===== src/uart_sc_consts.svh =====
// Constants for the serial port status and control block
`ifndef UART_SC_CONSTS_SVH
`define UART_SC_CONSTS_SVH

// ==========================================
// Register indices on the plain register port
`define ADDR_STA  3'h0
`define ADDR_TXD  3'h1
`define ADDR_RXD  3'h2
`define ADDR_IST  3'h3
`define ADDR_IMSK 3'h4
`define ADDR_CFG  3'h5

// ==========================================
// Status and control field positions
`define B_TXISEL1 15
`define B_TXINV   14
`define B_TXISEL0 13
`define B_BRK     11
`define B_TXEN    10
`define B_RXISEL  7:6
`define B_ADDEN   5
`define B_RX_OVERRUN_FLAG    1

// ==========================================
// Reset values of writable fields
`define MODE_RST 2'h0
`define BIT_RST  1'b0

// ==========================================
// Interrupt mode encodings
`define TXI_ANY   2'h0
`define TXI_DONE  2'h1
`define TXI_EMPTY 2'h2
`define RXI_FULL  2'h3
`define RXI_3Q    2'h2

// ==========================================
// Interrupt status bit positions
`define EV_TX  0
`define EV_RX  1
`define EV_ERR 2

// ==========================================
// Queue levels and frame lengths
`define FIFO_DEPTH 3'h4
`define FIFO_3Q    3'h3
`define NORM_BITS  4'ha
`define BRK_BITS   4'he

// ==========================================
// Timing: bit time in ns, clock period in ns
`define CLK_NS   8
`define BIT_NS   128
`define BIT_CYC  8'((`BIT_NS) / (`CLK_NS))
`define HALF_CYC 8'((`BIT_NS) / (2 * `CLK_NS))
`define IR_CYC   8'((`BIT_NS * 3) / (16 * `CLK_NS))

`endif


===== src/uart_sc_pkg.sv =====
// Types shared by the serial port status and control block
`default_nettype none
package uart_sc_pkg;
  typedef enum logic [1:0] {TX_IDLE = 2'b00, TX_RUN = 2'b01} tx_state_t;
  typedef enum logic [1:0] {
    RX_IDLE = 2'b00, RX_START = 2'b01, RX_DATA = 2'b11, RX_STOP = 2'b10
  } rx_state_t;
endpackage : uart_sc_pkg
`default_nettype wire


===== src/char_fifo.sv =====
// Four-entry character queue held in flip-flops
`include "uart_sc_consts.svh"
`default_nettype none
module char_fifo #(
  parameter int W = 8
) (
  input  wire logic         core_clk,
  input  wire logic         rst_b,
  input  wire logic         flush,
  input  wire logic         push,
  input  wire logic [W-1:0] din,
  input  wire logic         pop,
  output logic      [W-1:0] dout,
  output logic      [2:0]   count
);
  logic [W-1:0] mem [0:3];
  logic [1:0]   rp;
  logic [1:0]   wp;
  logic [1:0]   next_rp;
  logic [1:0]   next_wp;
  logic [2:0]   next_count;
  logic         do_push;
  logic         do_pop;

  // ==========================================
  // Pointers; push refused when full, pop when empty
  always_comb begin
    do_push    = push && (count != `FIFO_DEPTH) && !flush;
    do_pop     = pop && (count != 3'h0) && !flush;
    next_rp    = rp + {1'b0, do_pop};
    next_wp    = wp + {1'b0, do_push};
    next_count = count + {2'h0, do_push} - {2'h0, do_pop};
    if (flush) begin
      next_rp    = 2'h0;
      next_wp    = 2'h0;
      next_count = 3'h0;
    end
  end

  always_ff @(posedge core_clk or negedge rst_b) begin
    if (!rst_b) begin
      rp    <= 2'h0;
      wp    <= 2'h0;
      count <= 3'h0;
    end else begin
      rp    <= next_rp;
      wp    <= next_wp;
      count <= next_count;
    end
  end

  // Storage needs no reset; dout shows mem[rp] even when the queue is empty
  always_ff @(posedge core_clk) begin
    if (do_push) begin
      mem[wp] <= din;
    end
  end

  assign dout = mem[rp];
endmodule : char_fifo
`default_nettype wire


===== src/uart_status_control.sv =====
// Serial port status and control register with transmitter and receiver
// Operation
// - Transmit interrupt mode picks transmit event
// - Plain mode: invert bit gives idle low
// - Infrared mode: encoded, invert gives idle high
// - Break request sends start, twelve zeros, stop
// - Enable drives pin; clearing aborts, flushes
// - Buffer full flag reads one when full
// - Shifter empty only when both stages empty
// - Receive mode picks one, three, four characters
// - Receive mode field bits 7-6, resets 00
//
// The strobed register port and the placing of the registers are this design's own decisions.
`include "uart_sc_consts.svh"
`default_nettype none
module uart_status_control
  import uart_sc_pkg::*;
(
  input  wire logic        core_clk,
  input  wire logic        rst_b,
  input  wire logic [2:0]  reg_addr,
  input  wire logic [15:0] reg_wdata,
  input  wire logic        reg_wr,
  input  wire logic        reg_rd,
  output logic      [15:0] reg_rdata,
  input  wire logic        serial_rx_pin,
  output logic             serial_tx_pin,
  output logic             serial_tx_oe_b,
  output logic             irq
);
  // ==========================================
  // Register fields
  logic [1:0]  tx_irq_mode, next_tx_irq_mode;
  logic        tx_polarity_invert, next_tx_polarity_invert;
  logic        tx_break_request, next_tx_break_request;
  logic        tx_enable_bit, next_tx_enable_bit;
  logic [1:0]  rx_irq_mode, next_rx_irq_mode;
  logic        addr_detect, next_addr_detect;
  logic        rx_overrun_flag, next_rx_overrun_flag;
  logic        framing_error_flag, next_framing_error_flag;
  logic        infrared_encode_on, next_infrared_encode_on;
  logic [2:0]  irq_status, next_irq_status;
  logic [2:0]  irq_mask, next_irq_mask;
  logic [15:0] next_reg_rdata;
  logic        next_irq;
  // Decoded strobes and status terms
  logic        wr_sta, wr_txd, rd_rxd, wr_ist, wr_msk, wr_cfg;
  logic        tx_buffer_full, tx_shifter_empty, rx_idle_flag;
  logic        rx_data_available, parity_error_flag;
  logic [15:0] sta_word;
  // Transmitter
  tx_state_t   tx_state, next_tx_state;
  logic [13:0] tx_sh, next_tx_sh;
  logic [3:0]  tx_left, next_tx_left;
  logic [7:0]  tx_cyc, next_tx_cyc;
  logic        tx_brk_run, next_tx_brk_run;
  logic        next_serial_tx_pin, next_serial_tx_oe_b;
  logic        tx_xfer, tx_done, brk_start, tx_bit, ir_pulse, tx_ev;
  logic [7:0]  tx_head;
  logic [2:0]  tx_cnt;
  // Receiver
  rx_state_t   rx_state, next_rx_state;
  logic        rx_s1, rx_s2, rx_s3, rx_line, next_rx_line;
  logic [7:0]  rx_shift_reg, next_rx_shift_reg;
  logic [7:0]  rx_cyc, next_rx_cyc;
  logic [3:0]  rx_bits, next_rx_bits;
  logic        rx_frame, rx_push, rx_ev, err_ev;
  logic [7:0]  rx_head;
  logic [2:0]  rx_cnt;

  // ==========================================
  // Address decode
  always_comb begin
    wr_sta = 1'b0;
    wr_txd = 1'b0;
    rd_rxd = 1'b0;
    wr_ist = 1'b0;
    wr_msk = 1'b0;
    wr_cfg = 1'b0;
    if (reg_addr == `ADDR_STA) begin
      wr_sta = reg_wr;
    end else if (reg_addr == `ADDR_TXD) begin
      wr_txd = reg_wr;
    end else if (reg_addr == `ADDR_RXD) begin
      rd_rxd = reg_rd;
    end else if (reg_addr == `ADDR_IST) begin
      wr_ist = reg_wr;
    end else if (reg_addr == `ADDR_IMSK) begin
      wr_msk = reg_wr;
    end else if (reg_addr == `ADDR_CFG) begin
      wr_cfg = reg_wr;
    end
  end

  // ==========================================
  // Character queues; a disabled transmitter holds its queue flushed
  char_fifo #(.W(8)) u_tx_fifo (
    .core_clk (core_clk),
    .rst_b    (rst_b),
    .flush    (!tx_enable_bit),
    .push     (wr_txd),
    .din      (reg_wdata[7:0]),
    .pop      (tx_xfer),
    .dout     (tx_head),
    .count    (tx_cnt)
  );

  char_fifo #(.W(8)) u_rx_fifo (
    .core_clk (core_clk),
    .rst_b    (rst_b),
    .flush    (1'b0),
    .push     (rx_push),
    .din      (rx_shift_reg),
    .pop      (rd_rxd),
    .dout     (rx_head),
    .count    (rx_cnt)
  );

  // Status terms seen by software
  assign tx_buffer_full    = (tx_cnt == `FIFO_DEPTH);
  assign tx_shifter_empty  = (tx_state == TX_IDLE) && (tx_cnt == 3'h0);
  assign rx_data_available = (rx_cnt != 3'h0);
  assign rx_idle_flag      = (rx_state == RX_IDLE);
  assign parity_error_flag = 1'b0; // No parity in 8N1 framing

  // ==========================================
  // Transmitter: break takes precedence over queued data
  always_comb begin
    next_tx_state   = tx_state;
    next_tx_sh      = tx_sh;
    next_tx_left    = tx_left;
    next_tx_cyc     = tx_cyc;
    next_tx_brk_run = tx_brk_run;
    tx_xfer         = 1'b0;
    tx_done         = 1'b0;
    brk_start       = 1'b0;
    case (tx_state)
      TX_IDLE: begin
        if (tx_enable_bit && tx_break_request) begin
          brk_start       = 1'b1;
          next_tx_sh      = {1'b1, 12'h000, 1'b0};
          next_tx_left    = `BRK_BITS;
          next_tx_cyc     = 8'h00;
          next_tx_brk_run = 1'b1;
          next_tx_state   = TX_RUN;
        end else if (tx_enable_bit && (tx_cnt != 3'h0)) begin
          tx_xfer         = 1'b1;
          next_tx_sh      = {5'h1f, tx_head, 1'b0};
          next_tx_left    = `NORM_BITS;
          next_tx_cyc     = 8'h00;
          next_tx_brk_run = 1'b0;
          next_tx_state   = TX_RUN;
        end
      end
      TX_RUN: begin
        if (tx_cyc == `BIT_CYC - 8'h01) begin
          next_tx_cyc  = 8'h00;
          next_tx_sh   = {1'b1, tx_sh[13:1]};
          next_tx_left = tx_left - 4'h1;
          if (tx_left == 4'h1) begin
            tx_done       = 1'b1;
            next_tx_state = TX_IDLE;
          end
        end else begin
          next_tx_cyc = tx_cyc + 8'h01;
        end
      end
      default: next_tx_state = TX_IDLE;
    endcase
    // Abort the frame in flight when disabled
    if (!tx_enable_bit) begin
      next_tx_state   = TX_IDLE;
      next_tx_left    = 4'h0;
      next_tx_cyc     = 8'h00;
      next_tx_brk_run = 1'b0;
    end
    tx_bit   = (tx_state == TX_RUN) ? tx_sh[0] : 1'b1;
    // Short pulse marks each zero bit on the infrared line
    ir_pulse = !tx_bit && (tx_cyc < `IR_CYC);
    if (infrared_encode_on) begin
      next_serial_tx_pin = ir_pulse ^ tx_polarity_invert;
    end else begin
      next_serial_tx_pin = tx_bit ^ tx_polarity_invert;
    end
    next_serial_tx_oe_b = !tx_enable_bit;
    case (tx_irq_mode)
      `TXI_ANY:   tx_ev = tx_xfer;
      `TXI_EMPTY: tx_ev = tx_xfer && (tx_cnt == 3'h1);
      `TXI_DONE:  tx_ev = tx_done && (tx_cnt == 3'h0);
      default:    tx_ev = 1'b0;
    endcase
  end

  always_ff @(posedge core_clk or negedge rst_b) begin
    if (!rst_b) begin
      tx_state       <= TX_IDLE;
      tx_sh          <= 14'h3fff;
      tx_left        <= 4'h0;
      tx_cyc         <= 8'h00;
      tx_brk_run     <= 1'b0;
      serial_tx_pin  <= 1'b1;
      serial_tx_oe_b <= 1'b1;
    end else begin
      tx_state       <= next_tx_state;
      tx_sh          <= next_tx_sh;
      tx_left        <= next_tx_left;
      tx_cyc         <= next_tx_cyc;
      tx_brk_run     <= next_tx_brk_run;
      serial_tx_pin  <= next_serial_tx_pin;
      serial_tx_oe_b <= next_serial_tx_oe_b;
    end
  end

  // ==========================================
  // Receiver: line change counts once stages two and three agree
  always_comb begin
    next_rx_line      = (rx_s2 == rx_s3) ? rx_s3 : rx_line;
    next_rx_state     = rx_state;
    next_rx_shift_reg = rx_shift_reg;
    next_rx_cyc       = rx_cyc + 8'h01;
    next_rx_bits      = rx_bits;
    rx_frame          = 1'b0;
    case (rx_state)
      RX_IDLE: begin
        next_rx_cyc = 8'h00;
        if (!rx_line) begin
          next_rx_state = RX_START;
        end
      end
      RX_START: begin
        if (rx_cyc == `HALF_CYC - 8'h01) begin
          next_rx_cyc   = 8'h00;
          next_rx_bits  = 4'h0;
          next_rx_state = rx_line ? RX_IDLE : RX_DATA; // Glitch rejected
        end
      end
      RX_DATA: begin
        if (rx_cyc == `BIT_CYC - 8'h01) begin
          next_rx_cyc       = 8'h00;
          next_rx_shift_reg = {rx_line, rx_shift_reg[7:1]};
          next_rx_bits      = rx_bits + 4'h1;
          if (rx_bits == 4'h7) begin
            next_rx_state = RX_STOP;
          end
        end
      end
      RX_STOP: begin
        if (rx_cyc == `BIT_CYC - 8'h01) begin
          rx_frame      = 1'b1;
          next_rx_state = RX_IDLE;
        end
      end
      default: next_rx_state = RX_IDLE;
    endcase
    // A full queue drops the new character
    rx_push = rx_frame && (rx_cnt != `FIFO_DEPTH);
    err_ev  = rx_frame && (!rx_line || (rx_cnt == `FIFO_DEPTH));
    case (rx_irq_mode)
      `RXI_FULL: rx_ev = rx_push && ((rx_cnt + 3'h1) == `FIFO_DEPTH);
      `RXI_3Q:   rx_ev = rx_push && ((rx_cnt + 3'h1) == `FIFO_3Q);
      default:   rx_ev = rx_push;
    endcase
  end

  always_ff @(posedge core_clk or negedge rst_b) begin
    if (!rst_b) begin
      rx_s1        <= 1'b1;
      rx_s2        <= 1'b1;
      rx_s3        <= 1'b1;
      rx_line      <= 1'b1;
      rx_state     <= RX_IDLE;
      rx_shift_reg <= 8'h00;
      rx_cyc       <= 8'h00;
      rx_bits      <= 4'h0;
    end else begin
      rx_s1        <= serial_rx_pin;
      rx_s2        <= rx_s1;
      rx_s3        <= rx_s2;
      rx_line      <= next_rx_line;
      rx_state     <= next_rx_state;
      rx_shift_reg <= next_rx_shift_reg;
      rx_cyc       <= next_rx_cyc;
      rx_bits      <= next_rx_bits;
    end
  end

  // ==========================================
  // Registers, interrupt and read data
  assign sta_word = {tx_irq_mode[1], tx_polarity_invert, tx_irq_mode[0], 1'b0,
                     tx_break_request, tx_enable_bit, tx_buffer_full, tx_shifter_empty,
                     rx_irq_mode, addr_detect, rx_idle_flag, parity_error_flag,
                     framing_error_flag, rx_overrun_flag, rx_data_available};

  always_comb begin
    next_tx_irq_mode        = tx_irq_mode;
    next_tx_polarity_invert = tx_polarity_invert;
    next_tx_break_request   = tx_break_request;
    next_tx_enable_bit      = tx_enable_bit;
    next_rx_irq_mode        = rx_irq_mode;
    next_addr_detect        = addr_detect;
    next_infrared_encode_on = infrared_encode_on;
    if (tx_done && tx_brk_run) begin
      next_tx_break_request = 1'b0;
    end
    if (wr_sta) begin
      next_tx_irq_mode        = {reg_wdata[`B_TXISEL1], reg_wdata[`B_TXISEL0]};
      next_tx_polarity_invert = reg_wdata[`B_TXINV];
      next_tx_break_request   = reg_wdata[`B_BRK];
      next_tx_enable_bit      = reg_wdata[`B_TXEN];
      next_rx_irq_mode        = reg_wdata[`B_RXISEL];
      next_addr_detect        = reg_wdata[`B_ADDEN];
    end
    if (wr_cfg) begin
      next_infrared_encode_on = reg_wdata[0];
    end
    // Hardware set wins over a software clear in the same cycle
    next_rx_overrun_flag = (rx_frame && (rx_cnt == `FIFO_DEPTH)) ||
                           (rx_overrun_flag && !(wr_sta && !reg_wdata[`B_RX_OVERRUN_FLAG]));
    next_framing_error_flag = rx_frame ? !rx_line : framing_error_flag;
    next_irq_status = (irq_status & ~(wr_ist ? reg_wdata[2:0] : 3'h0)) | {err_ev, rx_ev, tx_ev};
    next_irq_mask   = wr_msk ? reg_wdata[2:0] : irq_mask;
    next_irq        = |(next_irq_status & next_irq_mask);
    next_reg_rdata  = 16'h0000;
    if (reg_rd) begin
      if (reg_addr == `ADDR_STA) begin
        next_reg_rdata = sta_word;
      end else if (reg_addr == `ADDR_RXD) begin
        next_reg_rdata = {8'h00, rx_head};
      end else if (reg_addr == `ADDR_IST) begin
        next_reg_rdata = {13'h0000, irq_status};
      end else if (reg_addr == `ADDR_IMSK) begin
        next_reg_rdata = {13'h0000, irq_mask};
      end else if (reg_addr == `ADDR_CFG) begin
        next_reg_rdata = {15'h0000, infrared_encode_on};
      end
    end
  end

  always_ff @(posedge core_clk or negedge rst_b) begin
    if (!rst_b) begin
      tx_irq_mode        <= `MODE_RST;
      tx_polarity_invert <= `BIT_RST;
      tx_break_request   <= `BIT_RST;
      tx_enable_bit      <= `BIT_RST;
      rx_irq_mode        <= `MODE_RST;
      addr_detect        <= `BIT_RST;
      rx_overrun_flag    <= `BIT_RST;
      framing_error_flag <= `BIT_RST;
      infrared_encode_on <= `BIT_RST;
      irq_status         <= 3'h0;
      irq_mask           <= 3'h0;
      irq                <= 1'b0;
      reg_rdata          <= 16'h0000;
    end else begin
      tx_irq_mode        <= next_tx_irq_mode;
      tx_polarity_invert <= next_tx_polarity_invert;
      tx_break_request   <= next_tx_break_request;
      tx_enable_bit      <= next_tx_enable_bit;
      rx_irq_mode        <= next_rx_irq_mode;
      addr_detect        <= next_addr_detect;
      rx_overrun_flag    <= next_rx_overrun_flag;
      framing_error_flag <= next_framing_error_flag;
      infrared_encode_on <= next_infrared_encode_on;
      irq_status         <= next_irq_status;
      irq_mask           <= next_irq_mask;
      irq                <= next_irq;
      reg_rdata          <= next_reg_rdata;
    end
  end
endmodule : uart_status_control
`default_nettype wire


===== config.mk =====
export PLATFORM = sky130hd
export DESIGN_NAME = uart_status_control
export DESIGN_NICKNAME = d
export VERILOG_FILES = /design/src/uart_sc_pkg.sv /design/src/char_fifo.sv /design/src/uart_status_control.sv
export VERILOG_INCLUDE_DIRS = /design/src
export SDC_FILE = /design/constraint.sdc
export NUM_CORES = 1
export LEC_CHECK = 0
export BUFFER_PORTS_ARGS = -buffer_cell sky130_fd_sc_hd__buf_2
export CAP_MARGIN = 20
export CORE_MARGIN = 1
export CORE_UTILIZATION = 40
export DETAILED_ROUTE_END_ITERATION = 8
export SLEW_MARGIN = 25
export SYNTH_ARGS = -nofsm -noshare
export SYNTH_HDL_FRONTEND = slang
export SYNTH_SLANG_ARGS = --single-unit

===== constraint.sdc =====
create_clock -name core_clk -period 2.1 [get_ports core_clk]
set_input_delay 0.21 -clock core_clk [delete_from_list [all_inputs] [get_ports core_clk]]
set_output_delay 0.21 -clock core_clk [all_outputs]
set_load 0.05 [all_outputs]

; After elaboration in Yosys (flattened, before gate mapping)
; Memory sizes are Yosys's and may differ from the RTL's.
; Index checks and enable logic that the tools add are counted.
[op_classes]
magnitude_cmp = 1
n_bitwise = 6
eq_ne = 39
n_addsub = 13
mux = 87
n_reduce_logical = 46
[op_table]
columns = cell, n
row1 = 2-to-1 mux 8 bit, 7
row2 = 2-to-1 mux 1 bit, 42
row3 = 2-to-1 mux 14 bit, 3
row4 = 2-to-1 mux 16 bit, 2
row5 = one-hot mux 14 bit (2 select lines), 1
row6 = 2-to-1 mux 2 bit, 13
row7 = 2-to-1 mux 4 bit, 6
row8 = one-hot mux 8 bit (3 select lines), 1
row9 = logical AND 1 bit, 20
row10 = adder 8 x 1 -> 8 bit (second input constant), 2
row11 = == test 8 x 4 -> 1 bit (second input constant), 2
row12 = one-hot mux 4 bit (2 select lines), 2
row13 = one-hot mux 8 bit (2 select lines), 1
row14 = == test 3 bit (second input constant), 5
row15 = 2-to-1 mux 3 bit, 5
row16 = inequality test 2 bit (second input constant), 6
row17 = inequality test 3 bit (second input constant), 4
row18 = AND reduction 3 bit, 4
row19 = == test 2 bit (second input constant), 5
row20 = == test 3 x 2 -> 1 bit (second input constant), 3
row21 = inequality test 3 x 1 -> 1 bit (second input constant), 3
row22 = adder 2 x 1 -> 2 bit, 4
row23 = == test 8 x 3 -> 1 bit (second input constant), 1
row24 = less-than comparator 8 x 2 -> 1 bit (second input constant), 1
row25 = other kinds (29), 49
[word_totals]
register_bits = 105
n_memories = 2
inputBits = 24
ramBits = 64
[mem_list]
columns = name, words, word_bits, rd, rd_clocked_by_memory_dff, wr, line
row1 = u_rx_fifo.mem, 4, 8, 1, 0, 1, char_fifo.sv:16  ; logic [W-1:0] mem [0:3];
row2 = u_tx_fifo.mem, 4, 8, 1, 0, 1, char_fifo.sv:16

; Logic depth before layout (Yosys ltp)
; Gate-level depths: netlist of run 1.
[logic_depth]
depth_word = 11
ltp_mapped = 10
ltp_nobuf = 10

; Modules after synthesis
; Synthesis of run 1 repeated with hierarchy kept, for this count alone.
[unflattened]
cells_unflattened = 547
hier_area_um2 = 7254.5
[by_module_without_submodules]
columns = mod, area_per_inst_um2, instances, cells_each
row1 = uart_status_control, 4101.4, 1, 391
row2 = char_fifo, 1576.5, 2, 78

; Least setup slack after synthesis of run 1
; No wires, ideal clock.
[synth_path]
kind = reg2reg
from = register rx_cyc[5]
to = memory u_rx_fifo.mem[2][0] (enable)
setup_slack_ps = -159
t_arrival_ps = 1889
path_stages_with_launch = 7
path_buffers = 1
path_cell_list = dfrtp_1 > or4_4 > nor3_4 > and2_1 > buf_6 > nand2_1 > nor2_1
[synth_between]
elab_chain_len = 7
[synth_lines]
columns = element, line
row1 = from (decl), uart_status_control.sv:65  ; logic [7:0] rx_cyc, next_rx_cyc;
row2 = from (signal assigned), uart_status_control.sv:282  ; rx_cyc <= next_rx_cyc;
row3 = == test 8 x 4 -> 1 bit, uart_status_control.sv:248  ; if (rx_cyc == `BIT_CYC - 8'h01) begin
row4 = 2-to-1 mux 1 bit, uart_status_control.sv:248
row5 = 2-to-1 mux 1 bit, uart_status_control.sv:223  ; case (rx_state)
row6 = logical AND 1 bit, uart_status_control.sv:256  ; rx_push = rx_frame && (rx_cnt != `FIFO_DEPTH);
row7 = logical AND 1 bit, char_fifo.sv:28  ; do_push = push && (count != `FIFO_DEPTH) && !flush;
row8 = 2-to-1 mux 1 bit, char_fifo.sv:54  ; if (do_push) begin
row9 = 2-to-1 mux 1 bit (not written as such), char_fifo.sv:55  ; mem[wp] <= din;
row10 = to (decl), char_fifo.sv:16
; No other way between the ends.

; Worst setup path after layout of run 1
[layout_path]
from = register u_rx_fifo.count[0]
to = register u_rx_fifo.count[2]
[layout_between]
elab_chain_len = 5
word_cells_on_any_way = 7
[layout_lines]
columns = element, line
row1 = from (decl), char_fifo.sv:14  ; output logic [2:0] count
row2 = from (signal assigned), char_fifo.sv:48  ; count <= next_count;
row3 = inequality test 3 bit (no line), --
row4 = logical AND 1 bit, uart_status_control.sv:256
row5 = logical AND 1 bit, char_fifo.sv:28
row6 = adder 3 x 1 -> 3 bit, char_fifo.sv:32  ; next_count = count + {2'h0, do_push} - {2'h0, do_pop};
row7 = subtractor 3 x 1 -> 3 bit (*), char_fifo.sv:32
row8 = via u_rx_fifo.next_count[2], char_fifo.sv:21  ; logic [2:0] next_count;
; Mark *: on every way through the listed nets, which the timed path passes. The rest lies on a longest branch.
; A chain may end at the register's enable or synchronous reset.

==> out/metrics.yaml, run 1 <==
stdcell_count: 865
synthCells: 528
required_ps: 2400
dp_hpwl_mm: 9.92
cts.sinks: 166
core_sq_um: 17200
p_sw_w: 0.00269
drtPass1Iterations: 4
ys_ff_latch: 166
hold_viol: 0
hold_class: "in -> reg"
synth_edf_count: 64
synth_cell_types: 61
grt_pass1_vias: 4530
io_buffers: 38
drive_gt1_share_pct: 30.3
p_clk_share_pct: 33.1
grt_max_degree: 44
clk_latency_ps: 430
status: "finished clean"
synth_top_area_cell: "dfrtp_1"
dieArea_sq_um: 18000
grt_usage_pct: 17.0
ys.flop_type: "dfrtp_1"
cp-end-kind: "flop"
start_kind: "flop"
gp_congestion: 0.822
synth_nets: 569
yosys_warnings: 0
cp_cell_sequence: "inv_2 -> ha_4 -> nand2b_4 -> and4_4 -> ha_4 -> inv_2 -> ha_4 -> fa_2 -> xor2_1 -> xnor2_1"
yosysSeqAreaShare_pct: 64.2
antenna_cells_inserted: 0
power_density_nw_per_um2: 1100
drc: 0
slew_violations: 0
async_reset_ff_share_pct: 61.4
rr_startpoint: "u_rx_fifo.count[0]"
cp.arrival_ps: 2360
die_width_um: 134
grt_pass1_wl_mm: 23.1
start_util_pct: 40.8
setup_violations: 0
syn_avg_cell_area_sq_um: 13.3
antenna_found_initial: 1
post_drt_wl_per_cell_um: 16.3
ys_top_cells_by_area: "dfrtp_1, edfxtp_1, dfstp_2"
post-synth-top-count-cell: "dfrtp_1"
drt_iter0_drc: 350
crit_start: "u_rx_fifo.count[0]"
power_frac_seq_pct: 45.2
cpPeakStageDelay_ps: 390
vias: 4386
dp_cells: 818
ant_nets: 0
slew_headroom_pct: 57.1
nets: 668
finalPower_w: 0.00948
drt-total-wl_mm: 14.1
cts_tree: "yes"
post-route-min-period_ps: 2060
cts_max_path_buffers: 2
grt-ovfl-total: 0
htreeDepth: 4
ys_top_cells_by_count: "dfrtp_1, edfxtp_1, nand2_1, nor2_1, o21ai_0"
p_comb_share_pct: 21.7
cts_root_buffer: "clkbuf_16"
die_y_um: 134
finClkSkew_ps: 12.3
numCtsBuffers: 17
area_growth_pct: 23.4
switching_share_pct: 28.4
path_clk_slew_ps: 60
largestRegisters: "u_rx_fifo.mem x32, u_tx_fifo.mem x32, reg_rdata x15"
synth_top_area_share_pct: 29.7
rsz0062_at_grt: "yes"
critPathMostFrequentCell: "ha_4"
intPower_w: 0.00679
maxCapViolations: 0
critical_path_class: "reg -> reg"
fin_crit_sh_pct: 98.1
slowest_stage: "dfrtp_1"
timing.fmax_mhz: 485
ios: 43
min_from: "reg_wdata[7]"
leakagePower_nw: 3.62
path_max_fanout: 2
synth_area_sq_um: 7000
rows: 48
tightest_slew_ps: 643
vdd_drop_max_uv: 704
routed_via_density: 5.07
cells in the final DEF (no fill, tap or decap), types with 8 or more instances in the layout:
cell type,netlist,routed
dfrtp_1,83,83
edfxtp_1,64,64
nand2_1,47,47
buf_4,1,47
nor2_1,44,42
buf_2,5,37
o21ai_0,29,29
dfstp_2,19,19
clkbuf_16,0,17
mux4_2,16,16
a21oi_1,13,13
nand3_1,13,13
and2_1,13,12
inv_1,17,12
mux2_2,11,11
dlygate4sd3_1,0,11
xnor2_1,10,10
ha_1,15,10
nor3_1,10,9
a22oi_1,9,9
xor2_1,9,9
mux2i_1,8,8
and3_1,9,8
nor2b_1,8,8
kinds of logic (layout without fill, tap and decap cells):
family                   count (synthesis)  in the layout  share of synthesized area (%)
AO/OA/AOI/OAI                           77             77                           6.90
flip-flops                             166            166                           64.2
buffers and inverters                   38            150                           2.29
AND/OR/NAND/NOR                        174            174                           12.7
multiplexers                            35             35                           8.06
other                                    1              1                         0.0535
adder cells (fa/ha/maj)                 18             18                           3.39
XOR/XNOR                                19             19                           2.38
path summary, 6_finish.rpt:
path	to	slack, ps	cells past startpoint
min reg2reg	rx_s2	360	0
max	u_rx_fifo.count[2]	40	10
max reg2reg	u_rx_fifo.count[2]	40	10
min	u_tx_fifo.mem[2][7]	40	1
max in group asynchronous	tx_sh[12]	1240	3
min in group asynchronous	tx_cyc[5]	230	2
layout make-up:
type / instances / area [sq um]
repair buffers: 100 / 731
multi-input cells: 324 / 2460
flip-flops and latches: 166 / 4500
clock inverters: 12 / 153
fillers: 1502 / 8540
inverters: 18 / 70.1
well taps: 225 / 282
clock buffers: 20 / 447
layer usage:
layer / GRT usage (%) / wire length (um) / vias up
li1: - / - / 2109
met1: 20.3 / 5930 / 2183
met2: 29.4 / 7470 / 79
met3: 4.76 / 524 / 13
met4: 6.18 / 148 / 2
met5: 0 / 13 / -
critical path, delay by kind of cell, from the launching register on:
kind | cells | cell delay [ps]
xor gates and xnor gates | 2 | 300
adders and majority gates | 4 | 930
buffers and inverters | 2 | 120
DFF | 1 | 390
and+or+nand+nor | 2 | 210
power by group through the flow:
stage | registers (W) | logic (W) | clock network, W
6_report | 0.00429 | 0.00206 | 0.00313
5_1_grt | 0.00436 | 0.00227 | 0.00331
4_1_cts | 0.00429 | 0.00198 | 0.00321
3_5_place_dp | 0.00434 | 0.00194 | 0
3_3_place_gp | 0.00432 | 0.00187 | 0
2_1_floorplan | 0.00436 | 0.00126 | 0
repair_timing:
action	4_1_cts	5_1_grt
buffers inserted	0	5
hold endpoints to repair	43	0
gates resized for setup	2	19
setup endpoints to repair	22	28
pin swaps	1	14
hold buffers	11	0
stage by stage:
| step | instance area [sq um] | TNS (ps) | setup WS (ps) | util, % | hold WS (ps) |
|---|---|---|---|---|---|
| global placement | 7820 | 0 | 16.3 | 45.5 | 135 |
| global route | 8640 | -688 | -51.5 | 50.3 | 39.4 |
| floorplan | 7040 | -7.40 | -7.40 | - | -85.6 |
| CTS | 8530 | 0 | 7.62 | 49.7 | 34.2 |
| finish | 8640 | 0 | 39.3 | 50.3 | 39.6 |
| detailed placement | 7820 | -338 | -25.3 | 45.5 | 140 |
No activity file was read; power rests on OpenSTA's default activity.
==> run 2: changes to the inputs <==
clock period = 2.6 ns   (was 2.1 ns; I/O delays follow)
==> out/metrics.yaml, run 2 (same netlist as run 1, synthesis figures left out) <==
status: "finished clean"
final_util_pct: 47.2
drtPass1Iterations: 6
die_width_um: 134
io_buffers: 38
cts_max_path_buffers: 2
grtUsageMet2_pct: 29.4
hold_slack_ps: 52.4
setup_violations: 0
busiest_layer: "met2"
use_met1_pct: 18.0
final_cell_mix: "dfrtp_1, edfxtp_1, nand2_1"
antenna_found_initial: 0
cts.sinks: 166
drc: 0
power_density_nw_per_um2: 895
stdcell_count: 819
cts-resized-gates: 0
start_util_pct: 40.8
grt_usage_pct: 16.0
cpPeakStageDelay_ps: 590
path_max_fanout: 8
timing.fmax_mhz: 427
rows: 48
grt_pass1_wl_mm: 22.0
holdBufCountCts: 2
cts_tree: "yes"
gp_congestion: 0.812
slew_headroom_pct: 57.6
hold_class: "in -> reg"
cp.arrival_ps: 2410
cp_top_family: "simple AND/OR/NAND/NOR gates"
drt-total-wl_mm: 13.1
drive_gt1_share_pct: 22.4
drt_iter0_drc: 184
area_growth_pct: 15.7
start_kind: "flop"
fin_crit_sh_pct: 90.1
grt_pass1_vias: 4489
critical_path_class: "reg -> reg"
post-route-min-period_ps: 2340
antenna_cells_inserted: 0
nets: 622
rsz0062_at_grt: "no"
final_design_area_no_fill_sq_um: 8100
grt-ovfl-total: 0
mostFrequentLayoutCell: "dfrtp_1"
cts_setup_buffers: 0
hold_viol: 0
core_sq_um: 17200
slowest_stage: "or4_4"
routed_via_density: 5.18
tns_ps: 0
clk_latency_ps: 430
dieArea_sq_um: 18000
largestRegisters: "u_rx_fifo.mem x32, u_tx_fifo.mem x32, reg_rdata x15"
cts_root_buffer: "clkbuf_16"
tightest_slew_ps: 637
dp_cells: 785
cp_num_buf_inv: 0
maxCapViolations: 0
dp_hpwl_mm: 9.28
vdd_drop_max_uv: 547
htreeDepth: 4
cp-end-kind: "flop"
numCtsBuffers: 17
slew_violations: 0
cp_cell_sequence: "or4_4 -> nor3_4 -> and2_1 -> and3_1"
ios: 43
finClkSkew_ps: 10.3
required_ps: 2670
vias: 4239
post_drt_wl_per_cell_um: 16.0
path_clk_slew_ps: 60
die_y_um: 134
use_met3_pct: 4.20
grt_max_degree: 57
placedInstanceArea_sq_um: 7500
leakagePower_nw: 3.38
ant_nets: 0
==> run 2: through the flow <==
stage,worst slack (ps),total power [W]
after global placement,303,0.00485
after floorplan,341,0.00450
after CTS,224,0.00734
after detailed placement,256,0.00492
after global routing,149,0.00764
final,258,0.00725
==> run 2: power breakdown <==
part | switching (W) | leakage [nW] | internal (W)
sequential | 0.000319 | 1.85 | 0.00316
combinational | 0.000777 | 1.26 | 0.000611
clock | 0.000946 | 0.279 | 0.00144
==> run 2: per-layer routing <==
layer / part of all wire [%] / vias up / wire, um
li1: - / 2007 / -
met1: 41 / 2156 / 5410
met2: 54 / 65 / 7150
met3: 3.3 / 11 / 434
met4: 0.99 / 0 / 130
met5: 0 / - / 0
==> run 2: area by class of cell <==
| type | instances | area [sq um] |
|---|---|---|
| Clock buffer | 27 | 547 |
| Inverter | 18 | 67.6 |
| Timing Repair Buffer | 54 | 330 |
| Fill cell | 1578 | 9070 |
| Tap cell | 225 | 282 |
| Sequential cell | 166 | 4500 |
| Clock inverter | 5 | 33.8 |
| Multi-Input combinational cell | 324 | 2340 |
==> run 2: path summary, 6_finish.rpt <==
check	start	to	slack, ps	depth (start not counted)
min reg2reg	rx_s1	rx_s2	350	0
max reg2reg	rx_cyc[5]	u_rx_fifo.mem[3][3]	260	4
min in group asynchronous	rst_b	tx_cyc[7]	370	2
min	reg_wdata[4]	u_tx_fifo.mem[0][4]	50	1
max in group asynchronous	rst_b	rx_s1	1470	3
max	rx_cyc[5]	u_rx_fifo.mem[3][3]	260	4
==> run 2: worst reg2reg max path: cells and delay by family, from the launching register on <==
family,cells,cell delay (ps)
and+or+nand+nor,4,1550
DFF,1,420
==> run 3: changes to the inputs <==
clock period = 2.4 ns   (was 2.6 ns; I/O delays follow)
==> out/metrics.yaml, run 3 (same netlist as run 1, synthesis figures left out) <==
antenna_found_initial: 0
core_sq_um: 17200
cp-end-kind: "flop"
finClkSkew_ps: 10.7
path_max_fanout: 3
n_fill_cell: 1583
rows: 48
start_util_pct: 40.8
dieArea_sq_um: 18000
start_kind: "flop"
vias: 4254
drtPass1Iterations: 4
hold_viol: 0
timing.fmax_mhz: 438
path_clk_slew_ps: 60
cts_root_buffer: "clkbuf_16"
final_cell_mix: "dfrtp_1, edfxtp_1, nand2_1"
post_drt_wl_per_cell_um: 16.5
cts_tree: "yes"
hold_slack_ps: 27.5
critical_path_class: "reg -> reg"
power_density_nw_per_um2: 979
setup_violations: 0
rsz0062_at_grt: "no"
drive_gt1_share_pct: 24.7
tns_ps: 0
nets: 631
die_y_um: 134
status: "finished clean"
drt_iter0_drc: 277
regArea_sq_um: 4500
antenna_cells_inserted: 0
grt-ovfl-total: 0
slew_headroom_pct: 56.1
tightest_slew_ps: 659
htreeDepth: 4
slew_violations: 0
io_buffers: 38
grt_pass1_vias: 4400
largestRegisters: "u_rx_fifo.mem x32, u_tx_fifo.mem x32, reg_rdata x15"
ios: 43
dp_hpwl_mm: 9.54
routed_via_density: 5.14
fin_crit_sh_pct: 95.2
area_growth_pct: 17.3
grt_pass1_wl_mm: 22.8
clk_latency_ps: 440
gp_congestion: 0.814
grt_max_degree: 57
required_ps: 2720
drc: 0
post-route-min-period_ps: 2280
hold_class: "in -> reg"
numCtsBuffers: 17
vdd_drop_max_uv: 561
grt_usage_pct: 16.9
cp.arrival_ps: 2600
multiInputGateArea_sq_um: 2350
die_width_um: 134
leakagePower_nw: 3.45
cts.sinks: 166
drt-total-wl_mm: 13.6
mostFrequentLayoutCell: "dfrtp_1"
ant_nets: 0
maxCapViolations: 0
cts_max_path_buffers: 2
## run 3: through the flow
step	instance area (sq um)	utilization, %	power (W)	worst slack (ps)	instances
finish	8220	47.8	0.00805	116	828
global route	8220	47.8	0.00848	11.6	828
CTS	8210	47.8	0.00810	57.1	827
detailed placement	7590	44.2	0.00534	64.8	793
global placement	7590	44.2	0.00527	129	793
floorplan	7000	-	0.00488	141	528
## run 3: final timing paths
check,startpoint,to,slack (ps),cells after the start
max in group asynchronous,rst_b,rx_s2,1260,3
worst max-delay path,u_rx_fifo.count[1],u_rx_fifo.count[2],120,10
worst min register to register,rx_s1,rx_s2,360,0
worst min-delay path,reg_wdata[4],u_tx_fifo.mem[1][4],30,1
min in group asynchronous,rst_b,tx_break_request,380,2
worst max register to register,u_rx_fifo.count[1],u_rx_fifo.count[2],120,10
## run 3: repair_timing
action                                  4_1_cts  5_1_grt
setup buffers                                 0        1
resized for setup                             0        2
hold endpoints to repair                     33        0
endpoints found under the setup margin        0        1
hold buffers                                  2        0
## run 3: worst max-delay path, stage by stage, from the launching register on
cell and delay, ps:
dfrtp_1 410, inv_2 90, ha_2 190, nand2b_1 80
and4_1 230, ha_1 270, inv_1 40, ha_1 200
fa_1 380, xor2_1 160, xnor2_1 120
## run 3: layout make-up
| type | count | area share (%) |
|---|---|---|
| clock buffers | 20 | 5.95 |
| clock inverters | 12 | 1.36 |
| inverters | 18 | 0.822 |
| multi-input cells | 324 | 28.6 |
| flip-flops and latches | 166 | 54.7 |
| well taps | 225 | 3.43 |
| repair buffers | 63 | 5.15 |
## run 3: report_power, final
group | internal, W | switching (W)
registers | 0.00342 | 0.000350
clock network | 0.00159 | 0.00116
logic | 0.000684 | 0.000846
total | 0.00569 | 0.00235
## run 3: metal layers
metal  routed length (um)  vias up  part of all wire (%)  global-route usage [%]
met5                    0        -                     0                       0
met3                  487       22                   3.6                    4.23
met2                 7010       64                    51                    28.2
met1                 5830     2136                    43                    20.3
li1                     -     2032                     -                       -
met4                  314        0                   2.3                    8.30
